### src/ads_defines.svh
/*
  Constants of the per-axis drive status block: register offsets,
  field positions, command codes and reset values.
  Assumes inclusion by bare name from the package and the top module.
*/
`ifndef ADS_DEFINES_SVH
`define ADS_DEFINES_SVH

// ----------------------------------------
// Sizes
// ----------------------------------------
`define ADS_AXES 4
`define ADS_AW 4
`define ADS_DW 16
`define ADS_PW 32

// ----------------------------------------
// Register offsets (word index)
// ----------------------------------------
`define ADS_OFS_AXSEL 4'h0
`define ADS_OFS_CMD 4'h1
`define ADS_OFS_STAT1 4'h2
`define ADS_OFS_ERR 4'h3
`define ADS_OFS_MAIN 4'h4
`define ADS_OFS_CFG 4'h5
`define ADS_OFS_CMPU_L 4'h6
`define ADS_OFS_CMPU_H 4'h7
`define ADS_OFS_CMPL_L 4'h8
`define ADS_OFS_CMPL_H 4'h9
`define ADS_OFS_INT_STAT 4'hA
`define ADS_OFS_INT_CLR 4'hB
`define ADS_OFS_INT_EN 4'hC

// ----------------------------------------
// Configuration fields
// ----------------------------------------
`define ADS_CFG_SRC_ACT 0
`define ADS_CFG_SLIM_EN 1
`define ADS_CFG_ALM_EN 2
`define ADS_CFG_LIM_DECEL 3
`define ADS_CFG_EXT_LO 4
`define ADS_CFG_W 8
`define ADS_CFG_RST 8'h00

// ----------------------------------------
// Command register fields and codes
// ----------------------------------------
`define ADS_CMD_MASK_LO 8
`define ADS_CMD_FIX_POS 8'h20
`define ADS_CMD_FIX_NEG 8'h21
`define ADS_CMD_CONT_POS 8'h22
`define ADS_CMD_CONT_NEG 8'h23
`define ADS_CMD_END_CLR 8'h25
`define ADS_CMD_DECEL_STOP 8'h26
`define ADS_CMD_NOW_STOP 8'h27

// ----------------------------------------
// Reset values
// ----------------------------------------
`define ADS_CMP_RST 32'h0000_0000
`define ADS_RD_RST 16'h0000

`endif

### src/ads_pkg.sv
/*
  Types of the per-axis drive status block.
  Assumes the defines header is on the include path.
*/
`include "ads_defines.svh"

package ads_pkg;
  // Speed phase reported by the pulse generator
  typedef enum logic [1:0] {ADS_SP_IDLE = 2'h0, ADS_SP_ACC = 2'h1, ADS_SP_CONST = 2'h2,
                            ADS_SP_DEC = 2'h3} ads_speed_t;
  // Jerk phase reported during S-curve drives
  typedef enum logic [1:0] {ADS_JK_NONE = 2'h0, ADS_JK_RISE = 2'h1, ADS_JK_FLAT = 2'h2,
                            ADS_JK_FALL = 2'h3} ads_jerk_t;
  // Per-axis state from the pulse generator (same clock)
  typedef struct packed {
    logic busy;
    logic dir_neg;
    logic scurve;
    ads_speed_t speed;
    ads_jerk_t jerk;
    logic [`ADS_PW-1:0] log_pos;
    logic [`ADS_PW-1:0] act_pos;
  } ads_drv_t;
  // Per-axis request to the pulse generator
  typedef struct packed {
    logic start;
    logic dir_neg;
    logic fixed;
    logic stop_decel;
    logic stop_now;
  } ads_cmd_t;
  // Per-axis pins, all active low
  typedef struct packed {
    logic [3:0] ext_decel_stop_inputs_n;
    logic pos_limit_input_n;
    logic neg_limit_input_n;
    logic servo_fault_input_n;
  } ads_pin_t;
endpackage

### src/ads_status_top.sv
/*
  Per-axis drive status logic for a four-axis pulse-train controller:
  compare flags, speed and jerk phase, sticky drive end causes, limit
  lockout, stop requests, main error flags and one interrupt.
  Assumes a pulse generator on the same clock supplies drive state and
  acts on the start and stop requests; stop pins are asynchronous.
*/
// The register offsets and the strobed register port were left to the implementer.
`timescale 1ns/100ps
`include "ads_defines.svh"

// How it works
// - Four status copies; host read returns the currently selected axis.
// - Bit 0 high while selected position count is at or above upper compare.
// - Bit 1 high while selected position count is below lower compare.
// - Bits 2..4 show accelerating, constant and decelerating, one at a time.
// - Fixed drive ending by pulse count sets no end-cause flag.
// - Host decel or immediate stop command ends the drive accordingly.
// - Enabled soft limit ends drive; cause kept in error status register.
// - Enabled external decel input active during drive stops it, sets bits 11..8.
// - Limit input active stops drive, sets bit 12 or 13.
// - Enabled servo fault input active stops drive, sets bit 14.
// - Emergency input low stops drive, sets bit 15.
// - Bits 8..15 stay set after input returns, until cleared.
// - Any of bits 12..15 set raises that axis's main error flag.
// - Next accepted drive command clears that axis's end-cause flags.
// - Command 25h clears the end-cause flags.
// - After limit stop on the travel side, new drive in that same direction is refused.
// - Soft limit: compare value passed in matching direction, when enabled.
module ads_status_top
  import ads_pkg::*;
(
  input wire logic i_clk, // System clock, 25 MHz
  input wire logic i_resetn, // Synchronous reset, active low
  input wire logic i_ce, // Clock enable, freezes all state when low
  input wire logic [`ADS_AW-1:0] i_addr, // Register index
  input wire logic [`ADS_DW-1:0] i_wdata, // Write data
  input wire logic i_wr, // Write strobe
  input wire logic i_rd, // Read strobe
  output logic [`ADS_DW-1:0] o_rdata, // Read data, cycle after strobe
  input wire ads_drv_t [`ADS_AXES-1:0] i_drv, // Generator state per axis
  output ads_cmd_t [`ADS_AXES-1:0] o_cmd, // Requests to generator
  input wire ads_pin_t [`ADS_AXES-1:0] i_pin, // Stop pins per axis
  input wire logic i_emergency_halt_input_n, // Emergency stop pin, low active
  output logic [`ADS_AXES-1:0] o_axis_err, // Main status error flag per axis
  output logic o_irq // Interrupt, high active level
);

  // ----------------------------------------
  // Pin synchronisers
  // ----------------------------------------
  localparam int PW = $bits(ads_pin_t);
  localparam int SW = `ADS_AXES * PW + 1;

  logic [SW-1:0] pins_s;
  ads_pin_t [`ADS_AXES-1:0] pin_s;
  logic emg_s;

  // All pins idle high; one bundle keeps the design flat
  ads_sync #(
    .W(SW)
  ) u_sync (
    .i_clk(i_clk),
    .i_resetn(i_resetn),
    .i_ce(i_ce),
    .i_async({i_emergency_halt_input_n, i_pin}),
    .i_rst_val({SW{1'b1}}),
    .o_sync(pins_s)
  );

  assign pin_s = pins_s[SW-2:0];
  assign emg_s = ~pins_s[SW-1];

  // ----------------------------------------
  // Common registers
  // ----------------------------------------
  logic [1:0] axsel_q;
  logic [2*`ADS_AXES-1:0] int_stat_q;
  logic [2*`ADS_AXES-1:0] int_en_q;
  logic [2*`ADS_AXES-1:0] int_ev;
  logic wr_axsel;
  logic wr_cmd;
  logic [7:0] cmd_code;

  assign wr_axsel = i_wr && (i_addr == `ADS_OFS_AXSEL);
  assign wr_cmd = i_wr && (i_addr == `ADS_OFS_CMD);
  assign cmd_code = i_wdata[7:0];

  // Axis selection for reads and per-axis writes
  // selected axis
  always_ff @(posedge i_clk) begin
    if (!i_resetn) begin
      axsel_q <= 2'h0;
    end else if (i_ce && wr_axsel) begin
      axsel_q <= i_wdata[1:0];
    end
  end

  // Per-axis views for the read mux
  logic [`ADS_DW-1:0] stat1_v [`ADS_AXES];
  logic [`ADS_DW-1:0] err_v [`ADS_AXES];
  logic [`ADS_CFG_W-1:0] cfg_v [`ADS_AXES];
  logic [`ADS_PW-1:0] cmpu_v [`ADS_AXES];
  logic [`ADS_PW-1:0] cmpl_v [`ADS_AXES];
  logic [`ADS_AXES-1:0] err_any;
  logic [`ADS_AXES-1:0] busy_v;

  // ----------------------------------------
  // Per-axis logic
  // ----------------------------------------
  for (genvar a = 0; a < `ADS_AXES; a++) begin : g_ax
    logic [`ADS_CFG_W-1:0] cfg_q;
    logic [`ADS_PW-1:0] cmpu_q;
    logic [`ADS_PW-1:0] cmpl_q;
    logic [7:0] end_q;
    logic [1:0] soft_q;
    logic [1:0] lock_q;
    logic busy_q;
    ads_cmd_t cmd_q;
    logic sel;
    logic hit;
    logic busy;
    logic dneg;
    logic signed [`ADS_PW-1:0] pos;
    logic ge_up;
    logic lt_lo;
    logic [3:0] ext_hit;
    logic limp_hit;
    logic limn_hit;
    logic alm_hit;
    logic emg_hit;
    logic softp_hit;
    logic softn_hit;
    logic lim_any;
    logic is_start;
    logic start_neg;
    logic start_ok;
    logic clr;
    logic [7:0] end_set;
    logic [2:0] spd;
    logic [2:0] jrk;

    assign sel = (axsel_q == 2'(a));
    assign hit = wr_cmd && i_wdata[`ADS_CMD_MASK_LO + a];
    assign busy = i_drv[a].busy;
    assign dneg = i_drv[a].dir_neg;

    // Position source chosen by configuration
    assign pos = cfg_q[`ADS_CFG_SRC_ACT] ? i_drv[a].act_pos : i_drv[a].log_pos;
    assign ge_up = pos >= $signed(cmpu_q);
    assign lt_lo = pos < $signed(cmpl_q);

    // Stop causes, only while a drive runs
    // external decel inputs
    assign ext_hit = {4{busy}} & ~pin_s[a].ext_decel_stop_inputs_n
                     & cfg_q[`ADS_CFG_EXT_LO +: 4];
    assign limp_hit = busy && !pin_s[a].pos_limit_input_n;
    assign limn_hit = busy && !pin_s[a].neg_limit_input_n;
    assign alm_hit = busy && cfg_q[`ADS_CFG_ALM_EN] && !pin_s[a].servo_fault_input_n;
    assign emg_hit = busy && emg_s;
    // soft limit passed in travel direction
    assign softp_hit = busy && !dneg && cfg_q[`ADS_CFG_SLIM_EN] && (pos > $signed(cmpu_q));
    assign softn_hit = busy && dneg && cfg_q[`ADS_CFG_SLIM_EN] && (pos < $signed(cmpl_q));
    assign lim_any = limp_hit || limn_hit || softp_hit || softn_hit;

    // Drive command decode and acceptance
    assign is_start = hit && (cmd_code inside {`ADS_CMD_FIX_POS, `ADS_CMD_FIX_NEG,
                                               `ADS_CMD_CONT_POS, `ADS_CMD_CONT_NEG});
    assign start_neg = cmd_code[0];
    assign start_ok = is_start && !busy && !lock_q[start_neg];
    // clear on next drive or 25h
    assign clr = start_ok || (hit && (cmd_code == `ADS_CMD_END_CLR));
    assign end_set = {emg_hit, alm_hit, limn_hit, limp_hit, ext_hit};

    // Configuration and compare values of the selected axis
    always_ff @(posedge i_clk) begin
      if (!i_resetn) begin
        cfg_q <= `ADS_CFG_RST;
        cmpu_q <= `ADS_CMP_RST;
        cmpl_q <= `ADS_CMP_RST;
      end else if (i_ce && i_wr && sel) begin
        unique case (i_addr)
          `ADS_OFS_CFG: cfg_q <= i_wdata[`ADS_CFG_W-1:0];
          `ADS_OFS_CMPU_L: cmpu_q[15:0] <= i_wdata;
          `ADS_OFS_CMPU_H: cmpu_q[31:16] <= i_wdata;
          `ADS_OFS_CMPL_L: cmpl_q[15:0] <= i_wdata;
          `ADS_OFS_CMPL_H: cmpl_q[31:16] <= i_wdata;
          default: ;
        endcase
      end
    end

    // Sticky end causes; a new cause wins over a clear
    // sticky flags
    always_ff @(posedge i_clk) begin
      if (!i_resetn) begin
        end_q <= 8'h00;
        soft_q <= 2'h0;
      end else if (i_ce) begin
        end_q <= (end_q & ~{8{clr}}) | end_set;
        soft_q <= (soft_q & ~{2{clr}}) | {softn_hit, softp_hit};
      end
    end

    // Direction lockout after a limit stop
    // lock travel direction
    always_ff @(posedge i_clk) begin
      if (!i_resetn) begin
        lock_q <= 2'h0;
      end else if (i_ce) begin
        lock_q[0] <= (lock_q[0] && !(start_ok && start_neg)) || softp_hit || (limp_hit && !dneg);
        lock_q[1] <= (lock_q[1] && !(start_ok && !start_neg)) || softn_hit || (limn_hit && dneg);
      end
    end

    // Requests to the pulse generator
    always_ff @(posedge i_clk) begin
      if (!i_resetn) begin
        cmd_q <= '0;
      end else if (i_ce) begin
        cmd_q.start <= start_ok;
        if (start_ok) begin
          cmd_q.dir_neg <= start_neg;
          cmd_q.fixed <= !cmd_code[1];
        end
        cmd_q.stop_decel <= (hit && (cmd_code == `ADS_CMD_DECEL_STOP)) || (|ext_hit)
                            || (lim_any && cfg_q[`ADS_CFG_LIM_DECEL]);
        cmd_q.stop_now <= (hit && (cmd_code == `ADS_CMD_NOW_STOP)) || alm_hit || emg_hit
                          || (lim_any && !cfg_q[`ADS_CFG_LIM_DECEL]);
      end
    end

    // Busy history for the drive end event
    always_ff @(posedge i_clk) begin
      if (!i_resetn) begin
        busy_q <= 1'b0;
      end else if (i_ce) begin
        busy_q <= busy;
      end
    end

    // Speed phase, one bit at a time
    // accel, constant, decel
    always_comb begin
      spd = 3'h0;
      if (busy) begin
        unique case (i_drv[a].speed)
          ADS_SP_ACC: spd = 3'h1;
          ADS_SP_CONST: spd = 3'h2;
          ADS_SP_DEC: spd = 3'h4;
          ADS_SP_IDLE: spd = 3'h0;
        endcase
      end
    end

    // Jerk phase in S-curve drives
    // jerk rising, flat, falling
    always_comb begin
      jrk = 3'h0;
      if (busy && i_drv[a].scurve) begin
        unique case (i_drv[a].jerk)
          ADS_JK_RISE: jrk = 3'h1;
          ADS_JK_FLAT: jrk = 3'h2;
          ADS_JK_FALL: jrk = 3'h4;
          ADS_JK_NONE: jrk = 3'h0;
        endcase
      end
    end

    // Views for reads, main status and interrupts
    assign stat1_v[a] = {end_q, jrk, spd, lt_lo, ge_up};
    assign err_v[a] = {10'h000, emg_s, !pin_s[a].servo_fault_input_n && cfg_q[`ADS_CFG_ALM_EN],
                       !pin_s[a].neg_limit_input_n, !pin_s[a].pos_limit_input_n, soft_q};
    assign cfg_v[a] = cfg_q;
    assign cmpu_v[a] = cmpu_q;
    assign cmpl_v[a] = cmpl_q;
    assign err_any[a] = (|end_q[7:4]) || (|soft_q);
    assign busy_v[a] = busy;
    assign int_ev[a] = busy_q && !busy;
    assign int_ev[`ADS_AXES + a] = (|end_set[7:4]) || softp_hit || softn_hit;
    assign o_cmd[a] = cmd_q;
  end

  // ----------------------------------------
  // Interrupts
  // ----------------------------------------
  // Sticky status; an event wins over a clear in the same cycle
  always_ff @(posedge i_clk) begin
    if (!i_resetn) begin
      int_stat_q <= 8'h00;
    end else if (i_ce) begin
      int_stat_q <= (int_stat_q & ~((i_wr && (i_addr == `ADS_OFS_INT_CLR)) ? i_wdata[7:0] : 8'h00))
                    | int_ev;
    end
  end

  // Enable mask
  always_ff @(posedge i_clk) begin
    if (!i_resetn) begin
      int_en_q <= 8'h00;
    end else if (i_ce && i_wr && (i_addr == `ADS_OFS_INT_EN)) begin
      int_en_q <= i_wdata[7:0];
    end
  end

  // Level output, one cycle behind the status
  always_ff @(posedge i_clk) begin
    if (!i_resetn) begin
      o_irq <= 1'b0;
    end else if (i_ce) begin
      o_irq <= |(int_stat_q & int_en_q);
    end
  end

  // ----------------------------------------
  // Main status and read port
  // ----------------------------------------
  // Error flags per axis
  // main error output
  always_ff @(posedge i_clk) begin
    if (!i_resetn) begin
      o_axis_err <= 4'h0;
    end else if (i_ce) begin
      o_axis_err <= err_any;
    end
  end

  // Read data for exactly one cycle after the strobe
  // axis chosen by selection
  always_ff @(posedge i_clk) begin
    if (!i_resetn) begin
      o_rdata <= `ADS_RD_RST;
    end else if (i_ce) begin
      o_rdata <= `ADS_RD_RST;
      if (i_rd) begin
        unique case (i_addr)
          `ADS_OFS_AXSEL: o_rdata <= {14'h0000, axsel_q};
          `ADS_OFS_STAT1: o_rdata <= stat1_v[axsel_q];
          `ADS_OFS_ERR: o_rdata <= err_v[axsel_q];
          `ADS_OFS_MAIN: o_rdata <= {8'h00, busy_v, err_any};
          `ADS_OFS_CFG: o_rdata <= {8'h00, cfg_v[axsel_q]};
          `ADS_OFS_CMPU_L: o_rdata <= cmpu_v[axsel_q][15:0];
          `ADS_OFS_CMPU_H: o_rdata <= cmpu_v[axsel_q][31:16];
          `ADS_OFS_CMPL_L: o_rdata <= cmpl_v[axsel_q][15:0];
          `ADS_OFS_CMPL_H: o_rdata <= cmpl_v[axsel_q][31:16];
          `ADS_OFS_INT_STAT: o_rdata <= {8'h00, int_stat_q};
          `ADS_OFS_INT_EN: o_rdata <= {8'h00, int_en_q};
          default: o_rdata <= `ADS_RD_RST;
        endcase
      end
    end
  end
endmodule

### src/ads_sync.sv
/*
  Two-flop synchroniser for a bundle of asynchronous levels.
  Assumes the inputs are levels; pulses shorter than a clock may be lost.
*/
`timescale 1ns/100ps

module ads_sync #(
  parameter int W = 1
) (
  input wire logic i_clk, // System clock
  input wire logic i_resetn, // Synchronous reset, active low
  input wire logic i_ce, // Clock enable
  input wire logic [W-1:0] i_async, // Asynchronous levels
  input wire logic [W-1:0] i_rst_val, // Idle level after reset (constant)
  output logic [W-1:0] o_sync // Synchronised levels
);
  logic [W-1:0] meta_q;

  // Two stages, the first read only by the second
  always_ff @(posedge i_clk) begin
    if (!i_resetn) begin
      meta_q <= i_rst_val;
      o_sync <= i_rst_val;
    end else if (i_ce) begin
      meta_q <= i_async;
      o_sync <= meta_q;
    end
  end
endmodule

### config.mk
export PLATFORM = sky130hd
export DESIGN_NAME = ads_status_top
export DESIGN_NICKNAME = d
export VERILOG_FILES = /design/src/ads_pkg.sv /design/src/ads_status_top.sv /design/src/ads_sync.sv
export VERILOG_INCLUDE_DIRS = /design/src /design/src/src
export SDC_FILE = /design/constraint.sdc
export NUM_CORES = 2
export LEC_CHECK = 0
export BUFFER_PORTS_ARGS = -buffer_cell sky130_fd_sc_hd__buf_4
export CORE_MARGIN = 1.5
export CORE_UTILIZATION = 61
export CTS_BUF_LIST = sky130_fd_sc_hd__clkbuf_4
export DETAILED_ROUTE_END_ITERATION = 6
export PLACE_DENSITY = 0.81
export SETUP_SLACK_MARGIN = 0.2
export SLEW_MARGIN = 20
export SYNTH_ARGS = -nofsm -noshare
export SYNTH_HDL_FRONTEND = slang
export SYNTH_HIERARCHICAL = 1
export SYNTH_SLANG_ARGS = --single-unit
### constraint.sdc
create_clock -name i_clk -period 3.9 [get_ports i_clk]
set_clock_uncertainty 0.15 [all_clocks]
set_input_delay 0.195 -clock i_clk [delete_from_list [all_inputs] [get_ports i_clk]]
set_output_delay 0.195 -clock i_clk [all_outputs]
set_load 0.01 [all_outputs]
Word-level counts from Yosys, hierarchy flattened
Index checks and enable logic that the tools add are counted.
Storage, ports and cells
  word-level logic and storage cells: 492
  output and inout port bits: 41
  input bits: 338
  register bits after elaboration: 457
Cells by class
  reduce and logical (&&, ||, !) cells: 280
  muxes and demuxes: 46
  bitwise operators: 42
  eq/ne operators: 46
  order comparisons: 14
Operators with widths (count)
  32-bit two-way mux: 8
  16-bit case mux with 11 select lines: 1
  32-bit binary-select mux with 2-bit select: 2
  32-bit greater-or-equal comparator: 4
  32-bit > comparator: 4
  32-bit < comparator: 4
  1-bit logical AND: 126
  3-bit case mux with 4 select lines: 8
  16-bit two-way mux: 5
  16-bit binary-select mux with 2-bit select: 2
  1-bit logical OR: 64
  8-bit by 6-bit == test with 1-bit output (second input constant): 7
  8-bit AND: 6
  2-bit AND reduction: 24
  4-bit OR reduction: 12
  8-bit inverter: 5
  8-bit OR: 5
  1-bit zero test: 38
  2-bit == test (second input constant): 18
  4-bit AND: 8
  3-bit two-way mux: 8
  8-bit two-way mux: 3
  4-bit == test (second input constant): 5
  2-bit by 1-bit == test with 1-bit output (second input constant): 9
  18 further kinds: 52

Depth between registers and ports, before layout
  depth in word-level cells: 11
  depth in mapped cells: 12
  depth with buffers taken out: 10

Modules after synthesis
The synthesis kept the hierarchy.
By module, submodules not included
  ads_status_top: area each 26969.6 µm², seq. area each 7987.7 µm², cells an instance 3245, instances 1
  ads_sync: area each 2488.6 µm², seq. area each 1741.7 µm², cells an instance 124, instances 1

Worst setup path before layout
No wires, ideal clock.
  path kind: register to register
  start: reg g_ax[0].cfg_q[0]
  end: reg o_rdata[0]
  arrival time: 3.305 ns
  path slack: 0.329 ns
  setup time: 0.116 ns
  period minus slack after synthesis: 3.571 ns
  cell stages (with the launch flop): 13
  required time: 3.634 ns
  cells stage by stage: dfxtp_1 -> buf_6 -> clkbuf_1 -> mux2_2 -> ha_1 -> a22o_1 -> nor4_1 -> o21ai_0 -> a2111oi_1 -> nand4_1 -> and2_1 -> or4_1 -> a31o_2
Between the ends
  word-level cells in the longest chain between the ends: 7
RTL lines
  start: declaration: RTL line ads_status_top.sv:112  | logic [`ADS_CFG_W-1:0] cfg_q;
  start signal: assignment: RTL line ads_status_top.sv:178  | cfg_q <= `ADS_CFG_RST;
  start signal: assignment: RTL line ads_status_top.sv:183  | `ADS_OFS_CFG: cfg_q <= i_wdata[`ADS_CFG_W-1:0];
  32-bit two-way mux: RTL line ads_status_top.sv:149  | assign pos = cfg_q[`ADS_CFG_SRC_ACT] ? i_drv[a].act_pos : i_drv[a].log_pos;
  32-bit greater-or-equal comparator: RTL line ads_status_top.sv:150  | assign ge_up = pos >= $signed(cmpu_q);
  16-bit binary-select mux with 2-bit select: RTL line ads_status_top.sv:338  | `ADS_OFS_STAT1: o_rdata <= stat1_v[axsel_q];
  16-bit two-way mux (not written as such) (2 in a row): RTL line ads_status_top.sv:338
  16-bit case mux with 11 select lines *: RTL line ads_status_top.sv:336  | unique case (i_addr)
  16-bit two-way mux *: RTL line ads_status_top.sv:335  | if (i_rd) begin
  end signal: assignment: RTL line ads_status_top.sv:337  | `ADS_OFS_AXSEL: o_rdata <= {14'h0000, axsel_q};
  end signal: assignment: RTL line ads_status_top.sv:338
  end signal: assignment: RTL line ads_status_top.sv:339  | `ADS_OFS_ERR: o_rdata <= err_v[axsel_q];
  end: declaration: RTL line ads_status_top.sv:40  | output logic [`ADS_DW-1:0] o_rdata,
Mark *: on every way between the ends. The rest lies on a longest branch, timed or not. The select of a mux whose other input is x is not followed.
A chain may end at the register's enable or synchronous reset.

Final worst setup path
  start: reg g_ax[2].cfg_q[0]
  end: reg g_ax[2].cmd_q (netlist bit o_cmd[11])
Between the ends
  word-level cells in the longest chain between the ends: 7
RTL lines
  start: declaration: RTL line ads_status_top.sv:112
  start signal: assignment: RTL line ads_status_top.sv:178
  start signal: assignment: RTL line ads_status_top.sv:183
  32-bit two-way mux *: RTL line ads_status_top.sv:149
  32-bit > comparator: RTL line ads_status_top.sv:162  | assign softp_hit = busy && !dneg && cfg_q[`ADS_CFG_SLIM_EN] && (pos > $signed(cmpu_q));
  1-bit logical AND: RTL line ads_status_top.sv:162
  1-bit logical OR: RTL line ads_status_top.sv:164  | assign lim_any = limp_hit || limn_hit || softp_hit || softn_hit;
  1-bit logical OR *: RTL line ads_status_top.sv:164
  1-bit logical AND *: RTL line ads_status_top.sv:227  | || (lim_any && cfg_q[`ADS_CFG_LIM_DECEL]);
  1-bit logical OR *: RTL line ads_status_top.sv:226  | cmd_q.stop_decel <= (hit && (cmd_code == `ADS_CMD_DECEL_STOP)) || (|ext_hit)
  end: declaration: RTL line ads_status_top.sv:119  | ads_cmd_t cmd_q;
Mark *: on every way between the ends. The rest lies on a longest branch, timed or not.

==> impl_metrics.py <==
metrics = {
    "route": {
        "first_pass_iters": 7,
        "wl_um": 130000,
        "wl_per_cell_um": 28.0,
        "antenna_left": 0,
        "initialDrtViolationCount": 4794,
        "drc": 1,
        "vias_per_cell": 6.63,
        "vias": 30849,
    },
    "clock_tree": {
        "cts_root_buf": "clkbuf_4",
        "clkSinkCount": 457,
        "cts-htree-levels": 3,
        "worst_skew_pair.late_latency_ns": 0.99,
        "path_clk_slew_ns": 0.08,
        "cts_tree": "yes",
        "cts_made_buffers": 119,
        "clock_path_buffers": 3,
    },
    "power_and_ir_drop": {
        "powerDensity_nw_per_um2": 303,
        "finalPower_uw": 11000,
        "ir_drop_mv": 0.384,
        "p_leak_uw": 0.0134,
    },
    "floorplan": {
        "io_pins": 379,
        "start_util_pct": 61.8,
        "chipWidth_um": 223,
        "rows": 80,
        "die_area_um2": 49600,
        "core_um2": 47600,
        "die_height_um": 223,
    },
    "status": {
        "status": "complete, but fails checks",
        "violations": "design-rule violations, negative setup slack",
    },
    "synthesis": {
        "synth_cell_types": 85,
        "synth_area_um2": 29500,
        "synth_top_area_share_pct": 27.1,
        "synth_top_cell_by_area": "dfxtp_1",
        "ys_seq_elements": 457,
        "synth-warning-count": 6,
        "syn-instance-count": 3369,
        "synth-main-ff-cell": "dfxtp_1",
        "synthTopCellsByArea": "dfxtp_1 27%, ha_1 11%, nand2_1 8.8%",
        "avgSynthCellArea_um2": 8.74,
        "synth_edf_count": 58,
        "async_flop_share_pct": 0,
        "seq_area_frac_synth_pct": 33.0,
    },
    "critical_path": {
        "reg2reg_slack_ns": -0.21,
        "crit_type": "reg -> reg",
        "cpPeakStageDelay_ns": 0.45,
        "critPathCaptureType": "flip-flop",
        "cp.required_ns": 4.60,
        "worstPathMaxFanout": 11,
        "crit_cells": 13,
        "critPathBufInv": 3,
        "crit_arrival_ns": 4.81,
        "r2r_cells": 13,
        "cp-start-kind": "flip-flop",
        "critPathTopFamily": "compound AO/OA/AOI/OAI gates",
        "worstPathCellList": "buf_12 > buf_6 > mux2_2 > ha_1 > a21oi_2 > o21ai_1 > a221oi_2 > o221ai_1 > a211oi_1 > buf_4 > mux2i_1 > nor2_1 > a21oi_1",
        "critPathSlowestCell": "mux2i_1",
    },
    "finish": {
        "final_nets": 4529,
        "syn2layout_area_growth_pct": 23.5,
        "final_common_cell": "nand2_1",
        "final_layout_size_suffix_gt1_share_pct": 24.5,
        "fill_cells": 3241,
        "layout_common_cells": "690 x nand2_1, 458 x buf_4, 395 x dfxtp_1, 281 x a21boi_0, 274 x inv_1",
    },
    "global_routing": {
        "grt-ovfl-total": 0,
        "antenna_found_initial": 5,
        "grt_pass1_wl_um": 184000,
        "grt_pass1_vias": 29608,
        "track_usage_pct": 49.8,
        "grt_max_degree": 142,
    },
    "sta": {
        "rsz0062_at_grt": "true",
        "hold_viol_final": 0,
        "worst_pin_slew_ns": 1.04,
        "timing.final.crit_period_ns": 4.11,
        "final_max_slew_viol_count": 0,
        "relSlewSlack_pct": 30.5,
        "clock.fmax_ghz": 0.243,
        "setup_tns_ns": -0.212,
        "worst_slack_ns": -0.212,
        "period_share_pct": 105,
        "setup_viol": 1,
    },
    "hold_path": {
        "whs_path_depth": 8,
        "min_path_type": "in -> reg",
    },
    "place": {
        "dpl.hpwl_um": 88600,
        "io_buffer_count": 378,
        "gp_congestion": 1.08,
    },
    "flow_run": {
        "drv_cap": 0,
    },
}
[area by class of cell]
class,count,area [um^2],area share (%)
multi-input combinational,2490,18300,50.3
sequential,457,9740,26.8
timing repair buffer,597,4970,13.7
clock buffer,175,1310,3.61
inverter,274,1030,2.83
tap,615,769,2.12
clock inverter,39,240,0.661
antenna,5,12.5,0.0344
[where the power goes]
part | internal [uW] | total (uW) | switching [uW]
clock | 2160 | 4440 | 2280
combinational | 760 | 1600 | 844
sequential | 4880 | 4990 | 117
total | 7790 | 11000 | 3240
[flip-flops by register name (all words and copies together), names as in the netlist]
register,flops
g_ax.cmpl_q,128
g_ax.cmpu_q,128
g_ax.cfg_q,32
g_ax.end_q,32
u_sync/meta_q,29
u_sync/o_sync,29
o_cmd,20
o_rdata,16
g_ax.lock_q,8
g_ax.soft_q,8
int_en_q,8
int_stat_q,8
g_ax.busy_q,4
o_axis_err,4
axsel_q,2
o_irq,1
[stage by stage]
stage | setup WS (ns) | utilization (%) | hold WS [ns] | instances | cell area [um^2]
2_1_floorplan | 0.329 | - | 0.215 | 3426 | 29700
3_3_place_gp | 0.109 | 69.5 | 0.291 | 4291 | 33100
3_5_place_dp | 0.0503 | 69.5 | 0.308 | 4291 | 33100
4_1_cts | 0.201 | 75.5 | 0.00602 | 4630 | 36000
5_1_grt | -0.0677 | 76.3 | 0.0574 | 4649 | 36400
6_report | -0.212 | 76.3 | 0.0277 | 4652 | 36400
[metal layers]
metal  global-route usage (%)  up-vias  wire length, um
li1                         -    12961                -
met5                        0        -               37
met1                     62.8    14244            45000
met2                     71.6     2884            52700
met4                     32.8        6            11200
met3                     17.7      754            21300
[path summary, 6_finish.rpt]
| kind | from | endpoint |
|---|---|---|
| max | g_ax[2].cfg_q[0]$_SDFFE_PN0P_ | o_cmd[11]$_SDFFE_PN0P_ |
| min | i_drv[280] | o_rdata[3]$_SDFFE_PN0P_ |
| max reg2reg | g_ax[2].cfg_q[0]$_SDFFE_PN0P_ | o_cmd[11]$_SDFFE_PN0P_ |
| min reg2reg | g_ax[1].lock_q[1]$_SDFFE_PN0P_ | g_ax[1].lock_q[1]$_SDFFE_PN0P_ |
[cell families (layout without fill, tap and decap cells)]
kind of cell,after synthesis,in the layout,synth area share [%]
adder cells (fa/ha/maj),253,253,10.7
XOR/XNOR,1,1,0.0297
flip-flops,457,457,33.0
AND/OR/NAND/NOR,1137,1137,17.4
AO/OA/AOI/OAI,721,721,17.1
multiplexers,320,320,15.4
buffers and inverters,479,1085,6.35
other,1,63,0.0127
[cell usage after synthesis, types with 43 or more instances]
library cell,instances
nor2_1,111
clkbuf_1,168
mux4_2,84
ha_1,252
nand2_1,690
edfxtp_1,58
a21o_1,43
nor2b_1,113
nand4_1,52
mux2i_1,44
inv_1,274
a21oi_1,126
dfxtp_1,399
a21boi_0,282
o21ai_0,73
mux2_2,182
a22oi_1,60
[worst register-to-register path, cell delays in order (launching register included)]
cell      delay [ns]
dfxtp_4         0.38
buf_12          0.15
buf_6           0.18
mux2_2          0.40
ha_1            0.38
a21oi_2         0.19
o21ai_1         0.14
a221oi_2        0.35
o221ai_1        0.20
a211oi_1        0.25
buf_4           0.19
mux2i_1         0.45
nor2_1          0.21
a21oi_1         0.37
[timing repair]
action	CTS	global route
gates resized for setup	6	40
setup endpoints to repair	5	21
gates cloned	1	2
setup buffers	0	15
endpoints found under the hold margin	443	0
pin swaps	1	19
hold buffers	124	0
(Power assumes the default switching activity.)
